## src/coe_params.svh

```systemverilog
// Constants for the custom output event logic: bit positions, codes, reset values
`ifndef COE_PARAMS_SVH
`define COE_PARAMS_SVH

// Status event vector bit positions
`define COE_ST_HWDIS      0
`define COE_ST_SWDIS      1
`define COE_ST_STOPPING   2
`define COE_ST_BRAKE      3
`define COE_ST_PWMOFF     4
`define COE_ST_HOMESW     5
`define COE_ST_NOTSETTLED 6
`define COE_ST_WIDTH      7

// Trajectory condition vector bit positions
`define COE_TJ_HOMEERR    0
`define COE_TJ_REFERENCED 1
`define COE_TJ_HOMING     2
`define COE_TJ_ABORTED    3
`define COE_TJ_GENRUN     4
`define COE_TJ_CAMERR     5
`define COE_TJ_WIDTH      6

// Output function codes
`define COE_FN_NONE       2'h0
`define COE_FN_EVENT      2'h1
`define COE_FN_TRAJ       2'h2
`define COE_FN_POSTRIG    2'h3

// Position trigger configuration codes
`define COE_PM_WINDOW     2'h0
`define COE_PM_ANYDIR     2'h1
`define COE_PM_POSDIR     2'h2
`define COE_PM_NEGDIR     2'h3

// Settle tracker state codes
`define COE_SS_MOVING     2'h0
`define COE_SS_WAITING    2'h1
`define COE_SS_SETTLED    2'h2

// Reset value and widening width
`define COE_PIN_IDLE      1'h1
`define COE_WIDE_WIDTH    32

`endif

```

## src/coe_pkg.sv

```systemverilog
// Types shared by the custom output event logic
`include "coe_params.svh"

package coe_pkg;

	// Function chosen for the output pin
	typedef enum logic [1:0] {
		COE_FN_NONE_C    = `COE_FN_NONE,
		COE_FN_EVENT_C   = `COE_FN_EVENT,
		COE_FN_TRAJ_C    = `COE_FN_TRAJ,
		COE_FN_POSTRIG_C = `COE_FN_POSTRIG
	} coe_func_e;

	// Position trigger configuration
	typedef enum logic [1:0] {
		COE_PM_WINDOW_C = `COE_PM_WINDOW,
		COE_PM_ANYDIR_C = `COE_PM_ANYDIR,
		COE_PM_POSDIR_C = `COE_PM_POSDIR,
		COE_PM_NEGDIR_C = `COE_PM_NEGDIR
	} coe_posmode_e;

	// Settle tracker states
	typedef enum logic [1:0] {
		COE_SS_MOVING_C  = `COE_SS_MOVING,
		COE_SS_WAITING_C = `COE_SS_WAITING,
		COE_SS_SETTLED_C = `COE_SS_SETTLED
	} coe_settle_e;

endpackage : coe_pkg

```

## src/coe_output_logic.sv

```systemverilog
// Custom digital output: status events, trajectory status and position triggers
`timescale 1ns/1ns
`default_nettype none

`include "coe_params.svh"

module coe_output_logic #(
	parameter int FAULT_W = 16,
	parameter int WARN_W  = 11,
	parameter int POS_W   = 32,
	parameter int CNT_W   = 32
) (
	// Clock and reset
	input  wire logic                    mclk,
	input  wire logic                    srst,
	// Amplifier state
	input  wire logic                    enableInputsOk,
	input  wire logic                    swDisabled,
	input  wire logic                    velPosMode,
	input  wire logic                    brakeActive,
	input  wire logic                    pwmStageOff,
	input  wire logic                    homeSwitch,
	input  wire logic [FAULT_W-1:0]      faults,
	input  wire logic [WARN_W-1:0]       warnings,
	// Trajectory state
	input  wire logic                    moveStart,
	input  wire logic                    genRunning,
	input  wire logic                    inTrackWindow,
	input  wire logic [CNT_W-1:0]        trackTicks,
	input  wire logic                    homeStart,
	input  wire logic                    homeDoneOk,
	input  wire logic                    homeDoneErr,
	input  wire logic                    moveAbort,
	input  wire logic                    camBufErr,
	// Position samples
	input  wire logic                    servoTick,
	input  wire logic signed [POS_W-1:0] actualPos,
	// Output configuration
	input  wire coe_pkg::coe_func_e      outFunc,
	input  wire logic                    activeLow,
	input  wire logic                    latchEn,
	input  wire logic [FAULT_W-1:0]      faultSel,
	input  wire logic [WARN_W-1:0]       warnSel,
	input  wire logic [`COE_ST_WIDTH-1:0] statusSel,
	input  wire logic [`COE_TJ_WIDTH-1:0] trajSel,
	input  wire coe_pkg::coe_posmode_e   posMode,
	input  wire logic signed [POS_W-1:0] lowerPos,
	input  wire logic signed [POS_W-1:0] upperPos,
	input  wire logic signed [POS_W-1:0] trigPos,
	input  wire logic [CNT_W-1:0]        pulseTicks,
	// Clearing
	input  wire logic                    clearReq,
	input  wire logic                    enableClears,
	// Results
	output logic                         outPin_r,
	output logic [`COE_ST_WIDTH-1:0]     statusEv_r,
	output logic [`COE_TJ_WIDTH-1:0]     trajCond_r,
	output logic                         outLatched_r
);
	import coe_pkg::*;

	// Any selected bit set; inputs widened so one function serves all vectors
	function automatic logic coeAnySel(input logic [`COE_WIDE_WIDTH-1:0] vec, sel);
		return |(vec & sel);
	endfunction

	logic                    enabled;
	logic                    enabledPrev_r;
	logic                    stopping_r;
	logic                    reEnable;
	logic                    latchClear;
	coe_settle_e             settle_r;
	coe_settle_e             settle_nxt;
	logic [CNT_W-1:0]        settleCnt_r;
	logic                    homing_r;
	logic                    homeErr_r;
	logic                    referenced_r;
	logic                    aborted_r;
	logic                    camErr_r;
	logic                    posActive_r;
	logic [`COE_ST_WIDTH-1:0] statusNow;
	logic [`COE_TJ_WIDTH-1:0] trajNow;
	logic                    eventHit;
	logic                    trajHit;
	logic                    active;

	// Amplifier counts as enabled only with hardware and software both allowing it
	assign enabled  = enableInputsOk && !swDisabled;
	assign reEnable = enableInputsOk && !enabledPrev_r;
	// Remember the hardware enable state to see re-enable edges
	always_ff @(posedge mclk) begin
		if (srst) begin
			enabledPrev_r <= 1'b0;
		end else begin
			enabledPrev_r <= enableInputsOk;
		end
	end

	// Stopping covers the decel ramp and stays until the drive is enabled again
	always_ff @(posedge mclk) begin
		if (srst) begin
			stopping_r <= 1'b0;
		end else if (enabled) begin
			stopping_r <= 1'b0;
		end else if (velPosMode && !stopping_r) begin
			stopping_r <= 1'b1;
		end
	end

	// Settle tracker: timer restarts whenever the position leaves the window before settling
	always_comb begin
		settle_nxt = settle_r;
		unique case (settle_r)
			COE_SS_MOVING_C: begin
				if (!moveStart && !genRunning && inTrackWindow) begin
					settle_nxt = COE_SS_WAITING_C;
				end
			end
			COE_SS_WAITING_C: begin
				if (moveStart || genRunning || !inTrackWindow) begin
					settle_nxt = COE_SS_MOVING_C;
				end else if (settleCnt_r >= trackTicks) begin
					settle_nxt = COE_SS_SETTLED_C;
				end
			end
			COE_SS_SETTLED_C: begin
				if (moveStart) begin
					settle_nxt = COE_SS_MOVING_C;
				end
			end
			default: settle_nxt = COE_SS_MOVING_C;
		endcase
	end
	always_ff @(posedge mclk) begin
		if (srst) begin
			settle_r <= COE_SS_SETTLED_C;
		end else begin
			settle_r <= settle_nxt;
		end
	end

	// Time spent inside the tracking window, in clock ticks
	always_ff @(posedge mclk) begin
		if (srst) begin
			settleCnt_r <= '0;
		end else if (settle_r == COE_SS_WAITING_C && settleCnt_r != '1) begin
			settleCnt_r <= settleCnt_r + 1'b1;
		end else if (settle_r != COE_SS_WAITING_C) begin
			settleCnt_r <= CNT_W'(1);
		end
	end

	// Homing progress; a new attempt wipes the previous outcome
	always_ff @(posedge mclk) begin
		if (srst) begin
			homing_r     <= 1'b0;
			homeErr_r    <= 1'b0;
			referenced_r <= 1'b0;
		end else if (homeStart) begin
			homing_r     <= 1'b1;
			homeErr_r    <= 1'b0;
			referenced_r <= 1'b0;
		end else if (homeDoneErr) begin
			homing_r     <= 1'b0;
			homeErr_r    <= 1'b1;
			referenced_r <= 1'b0;
		end else if (homeDoneOk) begin
			homing_r     <= 1'b0;
			homeErr_r    <= 1'b0;
			referenced_r <= 1'b1;
		end
	end

	// Abort flag lives until the next move; set wins over the clear
	always_ff @(posedge mclk) begin
		if (srst) begin
			aborted_r <= 1'b0;
		end else if (moveAbort) begin
			aborted_r <= 1'b1;
		end else if (moveStart) begin
			aborted_r <= 1'b0;
		end
	end

	// Cam buffer error sticks until faults are cleared; set wins
	always_ff @(posedge mclk) begin
		if (srst) begin
			camErr_r <= 1'b0;
		end else if (camBufErr) begin
			camErr_r <= 1'b1;
		end else if (clearReq) begin
			camErr_r <= 1'b0;
		end
	end

	// Live status event and trajectory condition vectors
	always_comb begin
		statusNow[`COE_ST_HWDIS]      = !enableInputsOk;
		statusNow[`COE_ST_SWDIS]      = swDisabled;
		statusNow[`COE_ST_STOPPING]   = stopping_r;
		statusNow[`COE_ST_BRAKE]      = brakeActive;
		statusNow[`COE_ST_PWMOFF]     = pwmStageOff;
		statusNow[`COE_ST_HOMESW]     = homeSwitch;
		statusNow[`COE_ST_NOTSETTLED] = settle_r != COE_SS_SETTLED_C;
		trajNow[`COE_TJ_HOMEERR]      = homeErr_r;
		trajNow[`COE_TJ_REFERENCED]   = referenced_r;
		trajNow[`COE_TJ_HOMING]       = homing_r;
		trajNow[`COE_TJ_ABORTED]      = aborted_r;
		trajNow[`COE_TJ_GENRUN]       = genRunning;
		trajNow[`COE_TJ_CAMERR]       = camErr_r;
	end
	always_ff @(posedge mclk) begin
		if (srst) begin
			statusEv_r <= '0;
			trajCond_r <= '0;
		end else begin
			statusEv_r <= statusNow;
			trajCond_r <= trajNow;
		end
	end

	// Faults are observed live here and held only by the event latch, so with latchEn off a drive fault clears on its own
	assign eventHit = coeAnySel(`COE_WIDE_WIDTH'(faults), `COE_WIDE_WIDTH'(faultSel))
		|| coeAnySel(`COE_WIDE_WIDTH'(warnings), `COE_WIDE_WIDTH'(warnSel))
		|| coeAnySel(`COE_WIDE_WIDTH'(statusNow), `COE_WIDE_WIDTH'(statusSel));
	assign trajHit = coeAnySel(`COE_WIDE_WIDTH'(trajNow), `COE_WIDE_WIDTH'(trajSel));
	// Clear by request or by re-enabling when enables are set to clear
	assign latchClear = clearReq || (enableClears && reEnable);
	// Latch for custom events; a live event beats a clear in the same cycle
	always_ff @(posedge mclk) begin
		if (srst) begin
			outLatched_r <= 1'b0;
		end else if (outFunc == COE_FN_EVENT_C && latchEn && eventHit) begin
			outLatched_r <= 1'b1;
		end else if (latchClear || !latchEn || outFunc != COE_FN_EVENT_C) begin
			outLatched_r <= 1'b0;
		end
	end

	coe_pos_trigger #(
		.POS_W (POS_W),
		.CNT_W (CNT_W)
	) uPosTrig (
		.mclk        (mclk),
		.srst        (srst),
		.posMode     (posMode),
		.lowerPos    (lowerPos),
		.upperPos    (upperPos),
		.trigPos     (trigPos),
		.pulseTicks  (pulseTicks),
		.servoTick   (servoTick),
		.actualPos   (actualPos),
		.posActive_r (posActive_r)
	);

	// Active level of the chosen function; host sets one trigger mode
	always_comb begin
		unique case (outFunc)
			COE_FN_EVENT_C:   active = eventHit || outLatched_r;
			COE_FN_TRAJ_C:    active = trajHit;
			COE_FN_POSTRIG_C: active = posActive_r;
			COE_FN_NONE_C:    active = 1'b0;
		endcase
	end

	// Pin stays high when unconfigured, otherwise polarity applies
	always_ff @(posedge mclk) begin
		if (srst) begin
			outPin_r <= `COE_PIN_IDLE;
		end else if (outFunc == COE_FN_NONE_C) begin
			outPin_r <= `COE_PIN_IDLE;
		end else begin
			outPin_r <= active ^ activeLow;
		end
	end
endmodule : coe_output_logic // coe_output_logic

`default_nettype wire

```

## src/coe_pos_trigger.sv

```systemverilog
// Position triggered activity: window compare and timed crossing pulse
`timescale 1ns/1ns
`default_nettype none

module coe_pos_trigger #(
	parameter int POS_W = 32,
	parameter int CNT_W = 32
) (
	// Clock and reset
	input  wire logic                    mclk,
	input  wire logic                    srst,
	// Configuration
	input  wire coe_pkg::coe_posmode_e   posMode,
	input  wire logic signed [POS_W-1:0] lowerPos,
	input  wire logic signed [POS_W-1:0] upperPos,
	input  wire logic signed [POS_W-1:0] trigPos,
	input  wire logic        [CNT_W-1:0] pulseTicks,
	// Position samples
	input  wire logic                    servoTick,
	input  wire logic signed [POS_W-1:0] actualPos,
	// Result
	output logic                         posActive_r
);
	import coe_pkg::*;

	logic signed [POS_W-1:0] prevPos_r;
	logic                    prevValid_r;
	logic        [CNT_W-1:0] pulseCnt_r;
	logic                    upCross;
	logic                    dnCross;
	logic                    hit;

	// Crossing seen between the previous and current servo sample
	assign upCross = servoTick && prevValid_r && (prevPos_r < trigPos) && (actualPos >= trigPos);
	assign dnCross = servoTick && prevValid_r && (prevPos_r > trigPos) && (actualPos <= trigPos);
	always_comb begin
		unique case (posMode)
			COE_PM_ANYDIR_C: hit = upCross || dnCross;
			COE_PM_POSDIR_C: hit = upCross;
			COE_PM_NEGDIR_C: hit = dnCross;
			COE_PM_WINDOW_C: hit = 1'b0;
		endcase
	end

	// Previous sample; first sample after reset cannot make a crossing
	always_ff @(posedge mclk) begin
		if (srst) begin
			prevPos_r   <= '0;
			prevValid_r <= 1'b0;
		end else if (servoTick) begin
			prevPos_r   <= actualPos;
			prevValid_r <= 1'b1;
		end
	end

	// Pulse length in clock ticks; a fresh crossing restarts it
	always_ff @(posedge mclk) begin
		if (srst) begin
			pulseCnt_r <= '0;
		end else if (hit) begin
			pulseCnt_r <= pulseTicks;
		end else if (pulseCnt_r != '0) begin
			pulseCnt_r <= pulseCnt_r - 1'b1;
		end
	end

	// Window compares the live position, pulse modes use the counter
	always_ff @(posedge mclk) begin
		if (srst) begin
			posActive_r <= 1'b0;
		end else if (posMode == COE_PM_WINDOW_C) begin
			posActive_r <= (actualPos >= lowerPos) && (actualPos <= upperPos);
		end else begin
			posActive_r <= hit ? (pulseTicks != '0) : (pulseCnt_r > 1);
		end
	end
endmodule : coe_pos_trigger // coe_pos_trigger

`default_nettype wire

```

## config.mk

```make
export PLATFORM = sky130hd
export DESIGN_NAME = coe_output_logic
export DESIGN_NICKNAME = d
export VERILOG_FILES = /design/src/coe_pkg.sv /design/src/coe_output_logic.sv /design/src/coe_pos_trigger.sv
export VERILOG_INCLUDE_DIRS = /design/src
export SDC_FILE = /design/constraint.sdc
export NUM_CORES = 1
export LEC_CHECK = 0
export ABC_AREA = 1
export BUFFER_PORTS_ARGS = -buffer_cell sky130_fd_sc_hd__buf_2
export CAP_MARGIN = 20
export CORE_MARGIN = 2
export CORE_UTILIZATION = 53
export DETAILED_ROUTE_END_ITERATION = 16
export PLACE_DENSITY_LB_ADDON = 0.05
export RECOVER_POWER = 100
export SYNTH_ARGS = -nofsm -noshare
export SYNTH_HDL_FRONTEND = slang
export SYNTH_SLANG_ARGS = --single-unit
```

## constraint.sdc

```tcl
create_clock -name mclk -period 2.9 [get_ports mclk]
set_input_delay 0.29 -clock mclk [delete_from_list [all_inputs] [get_ports mclk]]
set_output_delay 0.29 -clock mclk [all_outputs]
set_load 0.01 [all_outputs]
```

=== Word-level counts from Yosys, hierarchy flattened ===
Index checks and enable logic that the tools add are counted.

* Word-level logic and storage cells: 123
* Memory bits (writable): 0
* Memories: 0
* Register bits after elaboration: 122
* Output and inout port bits: 15
* Bits of input ports: 284
* Bits in latches: 0
* ROM bits: 0

* Order comparisons: 8
* Multiplexer cells: 23
* Divide/modulo/power cells: 0
* $add $sub $neg: 2
* Eq/ne operators: 15
* Shifts and indexed selects: 0
* Bitwise operators: 5
* Reductions and logical operators: 53
* Multiply operators: 0

{| class="wikitable"
|+ Operator list
! cell !! number
|-
| $mux 32 || 4
|-
| $reduce_or 32->1 || 4
|-
| $ge 32x32->1 || 3
|-
| $le 32x32->1 || 2
|-
| $reduce_bool 32->1 || 2
|-
| $add 32x1->32 const B || 1
|-
| $gt 32x1->1 const B || 1
|-
| $gt 32x32->1 || 1
|-
| $lt 32x32->1 || 1
|-
| $ne 32x32->1 const B || 1
|-
| $sub 32x1->32 const B || 1
|-
| $and 16x16->16 || 1
|-
| $logic_and 1x1->1 || 15
|-
| $mux 1 || 12
|-
| $reduce_bool 2->1 || 6
|-
| $and 11x11->11 || 1
|-
| $eq 2x2->1 const B || 5
|-
| $logic_or 1x1->1 || 9
|-
| $logic_not 1->1 || 8
|-
| $mux 2 || 4
|-
| $pmux 1 s4 || 2
|-
| $and 7x7->7 || 1
|-
| $and 6x6->6 || 1
|-
| $eq 2x1->1 const B || 3
|-
| other kinds (10) || 17
|}

=== Depth between registers and ports, before layout ===
Gate-level depths: netlist of run 1.

* Depth in word-level cells: 8
* Depth in mapped cells: 23
* Mapped depth without buffers: 22

=== By module ===
From an unflattened synthesis of run 1, not the netlist that was laid out.

* Cell total of the unflattened synthesis: 1575
* Area, all modules: 10493.8 um2

{| class="wikitable"
|+ By module, submodules not included
! module !! sequential area each (um2) !! cells each !! instances !! area each (um2)
|-
| coe_pos_trigger || 1321.3 || 957 || 1 || 6533.8
|-
| coe_output_logic || 1121.1 || 618 || 1 || 3960.0
|}

=== Least setup slack after synthesis of run 1 ===
OpenSTA, ideal clock, no wires.

* Kind: input to register
* Start: input port trigPos[31]
* End: register uPosTrig.pulseCnt_r[21]
* Library setup time: 70 ps
* Buffers on the path: 2
* Data required time: 2830 ps
* Cell stages on the path: 17
* Arrival time: 2040 ps
* Path slack: 789 ps
* Path through: inv_1 -> ha_1 -> nand2_1 -> nor2_1 -> nor3b_1 -> nand2_1 -> nor2_1 -> nand2_1 -> nand2_1 -> nand3_1 -> nand2_2 -> nand2_4 -> nor2_4 -> buf_6 -> buf_6 -> nand2_1 -> a21oi_1

* Cells in the longest elaborated chain, start to end: 6
* Elaborated cells on any way between the ends: 12
* Classes of those cells: order compare: 4; mux: 2; reduce/logical: 6

{| class="wikitable"
|+ RTL lines
! item !! RTL line !! source
|-
| start, declared || coe_output_logic.sv:49 || <nowiki>input wire logic signed [POS_W-1:0] trigPos,</nowiki>
|-
| $lt 32x32->1 / $gt 32x32->1 (equally long branches) || coe_pos_trigger.sv:34, coe_pos_trigger.sv:35 ||
|-
| $logic_and 1x1->1 (on tied branches) (2 in series) || coe_pos_trigger.sv:34, coe_pos_trigger.sv:35 ||
|-
| $logic_or 1x1->1 || coe_pos_trigger.sv:38 || <nowiki>COE_PM_ANYDIR_C: hit = upCross || dnCross;</nowiki>
|-
| $pmux 1 s4 (*) || coe_pos_trigger.sv:37 || <nowiki>unique case (posMode)</nowiki>
|-
| $mux 32 / $reduce_bool 2->1 (equally long branches) || n/a ||
|-
| end signal, assigned || coe_pos_trigger.sv:61 || <nowiki>pulseCnt_r <= pulseTicks;</nowiki>
|-
| end signal, assigned || coe_pos_trigger.sv:63 || <nowiki>pulseCnt_r <= pulseCnt_r - 1'b1;</nowiki>
|-
| end, declared || coe_pos_trigger.sv:28 || <nowiki>logic [CNT_W-1:0] pulseCnt_r;</nowiki>
|}

Mark *: on every way between the ends. The rest lies on a longest branch, timed or not.
A chain may end at the register's enable or synchronous reset.

=== Final worst setup path of run 1 ===
* Start: register settleCnt_r[0]
* End: register settleCnt_r[9]

* Cells in the longest elaborated chain, start to end: 3
* Elaborated cells on any way between the ends: 5
* Classes of those cells: add/sub: 1; eq/ne: 1; mux: 1; reduce/logical: 2

{| class="wikitable"
|+ RTL lines
! item !! RTL line !! source
|-
| start, declared || coe_output_logic.sv:74 || <nowiki>logic [CNT_W-1:0] settleCnt_r;</nowiki>
|-
| start signal, assigned || coe_output_logic.sv:147 || <nowiki>settleCnt_r <= settleCnt_r + 1'b1;</nowiki>
|-
| branches (longest 3 deep; another with $add 32x1->32) || n/a ||
|}

Several ways; the timed one is not identified.

==> impl_metrics.ini, run 1 <==
[floorplan]
rows = 50
dieArea_um2 = 20000
initial_core_util_pct = 53.8
fp.coreArea_um2 = 18600
ios = 299
die_h_um = 141
die_w_um = 141

[worst_setup_path]
cp-start-kind = register
cp.arrival_ps = 2960
critPathMaxFanout = 20
end_kind = register
ff2ff_path_depth = 10
critical_path_class = reg2reg
cp.required_ps = 3260

[grt]
grt_max_degree = 70
antenna_found_initial = 6
grt_pass1_wl_um = 44200
grt_overflow = 0
grt_pass1_vias = 9675
grt_use_total_pct = 27.1

[sta]
setup_ws_ps = 294
setup_viol = 0
rsz0062_at_grt = no
timing.final.crit_share_pct = 89.9
fin_setup_tns_ps = 0
final.setup_skew_ps = 11.1
relSlewSlack_pct = -51.1
post-route-min-period_ps = 2610
max_freq_mhz = 384
drv_slew = 53
worst_pin_slew_ps = 2270
whs_ps = 74.7
hold_violations = 0

[synthesis]
synth_cell_types = 43
ys.flop_type = dfxtp_1
synthesis.nets = 1936
synth_cells = 1489
ys_seq_elements = 122
avgSynthCellArea_um2 = 6.71
synth_area_leaders = dfxtp_1, ha_1, nand2_1
synth_top_area_share_pct = 24.4
synth_edf_count = 0
async_reset_ff_share_pct = 0
ys_warn_count = 0
synth_largest_area_cell = dfxtp_1
synth.cell_area_um2 = 10000
seq_area_frac_synth_pct = 24.4

[detailed_routing]
wl_per_cell_um = 13.5
drc_errors = 0
drt-total-wl_um = 27500
via_count = 10400
firstDrtPassIters = 5
drt_first_iter_violations = 465
ant_nets = 0
via_per_inst = 5.11

[pwr]
total_power_uw = 6640
powerDensity_nw_per_um2 = 541
p_leak_uw = 0.00665
peakVddDrop_mv = 0.392

[cts]
clk_latency_ps = 420
cts-resized-gates = 0
clkSinkCount = 122
clockBufferDepth = 2
htreeDepth = 4
cts_tree = done
cts-root-buf = clkbuf_16
hold_buffers = 0
cts_setup_buffers = 0
cts_inserted_buffers = 17
clkTransAtPathRegs_ps = 60

[placement]
dp.cells = 2001
place.gp.congestion = 0.923
io_buffers = 298
place_hpwl_um = 22500
detailedPlace.worstSlack_ps = 161

[finish]
area_growth_syn_to_layout_pct = 22.9
nFillCells = 1756
multi_input_area_um2 = 6520
drive_gt1_share_pct = 18.8
register_area_um2 = 2440
final_cell_mix = nand2_1, buf_2, inv_1, nor2_1, ha_1
final_common_cell = nand2_1
finalNetCount = 2233
fin_cells = 2038

[outcome]
outcome = complete, but fails checks
violations = capacitance limit, slew limit

[worst_hold_path]
hold_depth = 2
hold_path.class = in2reg

[job]
maxCapViolCount = 1
[synth_stat cells (3+ instances only)]
master / instances
nand3_1: 51
buf_1: 3
clkbuf_1: 21
nor2_1: 185
xor2_1: 25
a22o_1: 3
nor3b_1: 3
o211ai_1: 6
nand3b_1: 4
nand2_1: 310
nor3_1: 26
xnor2_1: 17
dfxtp_1: 122
nor4_1: 14
o21a_1: 7
or2_2: 6
o21ai_0: 67
nand4_1: 27
inv_1: 240
a221oi_1: 8
a21oi_1: 141
ha_1: 163
buf_2: 4
a211oi_1: 9
[path summary, 6_finish.rpt]
kind,start,endpoint,slack [ps]
setup / recovery,settleCnt_r[0],settleCnt_r[9],290
hold / removal,enableInputsOk,statusEv_r[0],70
setup reg to reg,settleCnt_r[0],settleCnt_r[9],290
hold reg to reg,aborted_r,trajCond_r[3],430
[layout make-up]
cell class	count	share of cell area, %
clock inverter	13	0.978
sequential	122	19.9
timing repair buffer	308	12.6
clock buffer	19	3.69
multi-input combinational	1097	53.0
antenna	5	0.102
tap	234	2.38
inverter	240	7.33
[stage by stage]
step	util, %	cell area (µm²)
after floorplan	-	10000
after global placement	63.2	11700
after detailed placement	63.2	11700
after CTS	66.3	12300
after global routing	66.1	12300
final	66.1	12300
[flip-flops by register name, summed over array words and instances (netlist names), 2 cells and up]
name and count:
settleCnt_r 32, uPosTrig.prevPos_r 32, uPosTrig.pulseCnt_r 32, statusEv_r 7, trajCond_r 6, settle_r 2
[critical path: stages (launching register included)]
cell      delay [ps]
dfxtp_1          400
ha_1             210
nand2_1          100
nor3_1           300
nand2_1          220
nor4_2           350
nand3_1          200
clkbuf_2         350
a21oi_1          240
nand2_1           70
inv_1            110
[metal layers]
metal	global-route usage [%]	wire length [µm]	vias to the layer above	share of wire, %
met5	0	11	-	0.040
met4	9.63	690	2	2.5
met3	5.16	1490	48	5.4
met2	45.9	13000	285	47
met1	34.4	12300	4594	45
li1	-	-	5489	-
[power breakdown]
part / total [µW] / switching, µW / internal (µW) / leakage [µW]
Sequential: 2150 / 225 / 1930 / 0.00100
Combinational: 2460 / 1430 / 1020 / 0.00538
Clock: 2040 / 809 / 1230 / 0.000275
[logic make-up after synthesis]
group,Yosys count,share of synthesized area [%]
flip-flops,122,24.4
AO/OA/AOI/OAI,254,14.1
adder cells (fa/ha/maj),163,20.4
buffers and inverters,270,10.3
XOR/XNOR,42,3.68
AND/OR/NAND/NOR,638,27.1
Note: power is estimated with default switching activity, not from simulation.
==> run 2, diff against run 1 <==
==> constraint.sdc (replaced) <==
create_clock -name mclk -period 2.6 [get_ports mclk]
set_input_delay 0.26 -clock mclk [delete_from_list [all_inputs] [get_ports mclk]]
set_output_delay 0.26 -clock mclk [all_outputs]
set_load 0.01 [all_outputs]
==> impl_metrics.ini, run 2 (synthesis results as in run 1) <==
[finish]
final_common_cell = nand2_1
final_core_util_pct = 66.9
area_growth_syn_to_layout_pct = 24.4
final_cell_mix = nand2_1, buf_2, inv_1, nor2_1, ha_1
finalNetCount = 2241
reg_top3 = settleCnt_r: 32 flops, uPosTrig.prevPos_r: 32 flops, uPosTrig.pulseCnt_r: 32 flops
fin_cells = 2048
design_area_um2 = 12400
nFillCells = 1749
drive_gt1_share_pct = 19.0

[detailed_routing]
ant_nets = 0
drc_errors = 0
drt-total-wl_um = 27500
via_per_inst = 5.12
firstDrtPassIters = 5
wl_per_cell_um = 13.4
drt_first_iter_violations = 469
via_count = 10500

[placement]
place.gp.congestion = 0.882
dp.cells = 2009
io_buffers = 298
place_hpwl_um = 22300
dpl_cell_area_um2 = 11800

[worst_setup_path]
cp_common_cell = nand2_1
cp.required_ps = 2880
reg2reg_from = uPosTrig.prevPos_r[23]
critPathTopFamily = simple AND/OR/NAND/NOR gates
r2r_slack_ps = 210
critPathMaxFanout = 16
critical_path_class = reg2reg
end_kind = register
reg2reg_to = uPosTrig.pulseCnt_r[1]
path_buf_inv = 1
slowest_stage = dfxtp_1
path_cells = ha_1 -> nand2_1 -> nor2_1 -> nand4_1 -> nor2_1 -> nand2_1 -> nand2_1 -> nand2_1 -> nand2_1 -> nor2_1 -> nand2_1 -> nand2_4 -> buf_4 -> nand2_1 -> nand2_1 -> nor2_1 -> nor2_1
cp_slowest_stage_delay_ps = 310
cp-start-kind = register
cp.arrival_ps = 2670
ff2ff_path_depth = 17

[pwr]
powerDensity_nw_per_um2 = 625
sw_frac_of_total_pct = 35.3
power.internal_uw = 5040
pwr-share-seq_pct = 30.8
power_frac_clock_pct = 33.8
peakVddDrop_mv = 0.454
switching_power_uw = 2740
p_comb_share_pct = 35.3
p_leak_uw = 0.00673

[sta]
max_freq_mhz = 418
setup_viol = 0
drv_slew = 36
whs_ps = 36.0
timing.final.crit_share_pct = 92.1
fin_setup_tns_ps = 0
rsz0062_at_grt = no
relSlewSlack_pct = -2.46
post-route-min-period_ps = 2390
final.setup_skew_ps = 17.8
hold_violations = 0
worst_pin_slew_ps = 1540

[cts]
clkSinkCount = 122
cts-root-buf = clkbuf_16
cts_inserted_buffers = 17
clkTransAtPathRegs_ps = 60
clockBufferDepth = 2
cts-resized-gates = 0
htreeDepth = 4
cts_setup_buffers = 0
cts_tree = done
clk_latency_ps = 430
hold_buffers = 0

[grt]
grt_pass1_wl_um = 44700
antenna_found_initial = 9
grt_pass1_vias = 9809
grt_overflow = 0
grt_use_total_pct = 27.4
grt_max_degree = 70

[floorplan]
initial_core_util_pct = 53.8
die_w_um = 141
fp.coreArea_um2 = 18600
die_h_um = 141
rows = 50
ios = 299
dieArea_um2 = 20000

[job]
maxCapViolCount = 1

[worst_hold_path]
holdCritStartpoint = enableInputsOk
min_to = statusEv_r[0]
hold_path.class = in2reg
hold_depth = 2

[outcome]
outcome = complete, but fails checks
violations = capacitance limit, slew limit
-- run 2: cell types whose count changed in the layout (fill, tap and decap cells not counted), sizes merged --
cell | before | now
clkinv | 8 | 3
bufinv | 1 | 5
clkbuf | 38 | 37
clkinvlp | 3 | 2
inv | 241 | 243
diode | 5 | 8
buf | 289 | 297
-- run 2: layout make-up --
| type | count | area, µm² | share of cell area, % |
|---|---|---|---|
| Antenna cell | 8 | 20.0 | 0.161 |
| Clock buffer | 18 | 439 | 3.53 |
| Clock inverter | 13 | 214 | 1.72 |
| Inverter | 240 | 901 | 7.24 |
| Multi-Input combinational cell | 1097 | 6520 | 52.4 |
| Sequential cell | 122 | 2440 | 19.6 |
| Tap cell | 234 | 293 | 2.35 |
| Timing Repair Buffer | 316 | 1610 | 12.9 |
-- run 2: how the worst max path moves through the flow --
stage | startpoint | endpoint | depth (start not counted)
after floorplan | trigPos[31] | uPosTrig.pulseCnt_r[21] | 17
after global placement | actualPos[27] | uPosTrig.posActive_r | 11
after detailed placement | actualPos[25] | uPosTrig.posActive_r | 11
after CTS | uPosTrig.prevPos_r[23] | uPosTrig.pulseCnt_r[18] | 14
after global routing | settleCnt_r[1] | settleCnt_r[0] | 9
final | uPosTrig.prevPos_r[23] | uPosTrig.pulseCnt_r[1] | 17
-- run 2: stage by stage --
| stage | worst slack [ps] | total power [µW] |
|---|---|---|
| after global placement | 64.2 | 5110 |
| final | 205 | 7780 |
| after detailed placement | 53.1 | 5160 |
| after CTS | 275 | 7820 |
| after global routing | 10.4 | 8400 |
| after floorplan | 519 | 4420 |
-- run 2: layer usage --
metal	routed length, µm	vias to the layer above	track usage, %
met2	12600	299	45.1
li1	-	5503	-
met4	926	4	12.3
met1	12500	4611	35.2
met3	1490	63	4.99
met5	24	-	0
-- run 2: power groups by stage --
stage               Combinational, µW  Clock (µW)  Sequential, µW
finish                           2750        2630            2400
CTS                              2760        2670            2390
detailed placement               2740           0            2430
global route                     3180        2770            2450
global placement                 2680           0            2430
floorplan                        2040           0            2380
-- run 2: worst reg2reg max path, cell delays in order (launching register included) --
cell and delay, ps:
dfxtp_1 310, ha_1 300, nand2_1 80, nor2_1 160, nand4_1 150, nor2_1 190, nand2_1 100, nand2_1 60
nand2_1 60, nand2_1 60, nor2_1 40, nand2_1 170, nand2_4 100, buf_4 200, nand2_1 80, nand2_1 40
nor2_1 100, nor2_1 50
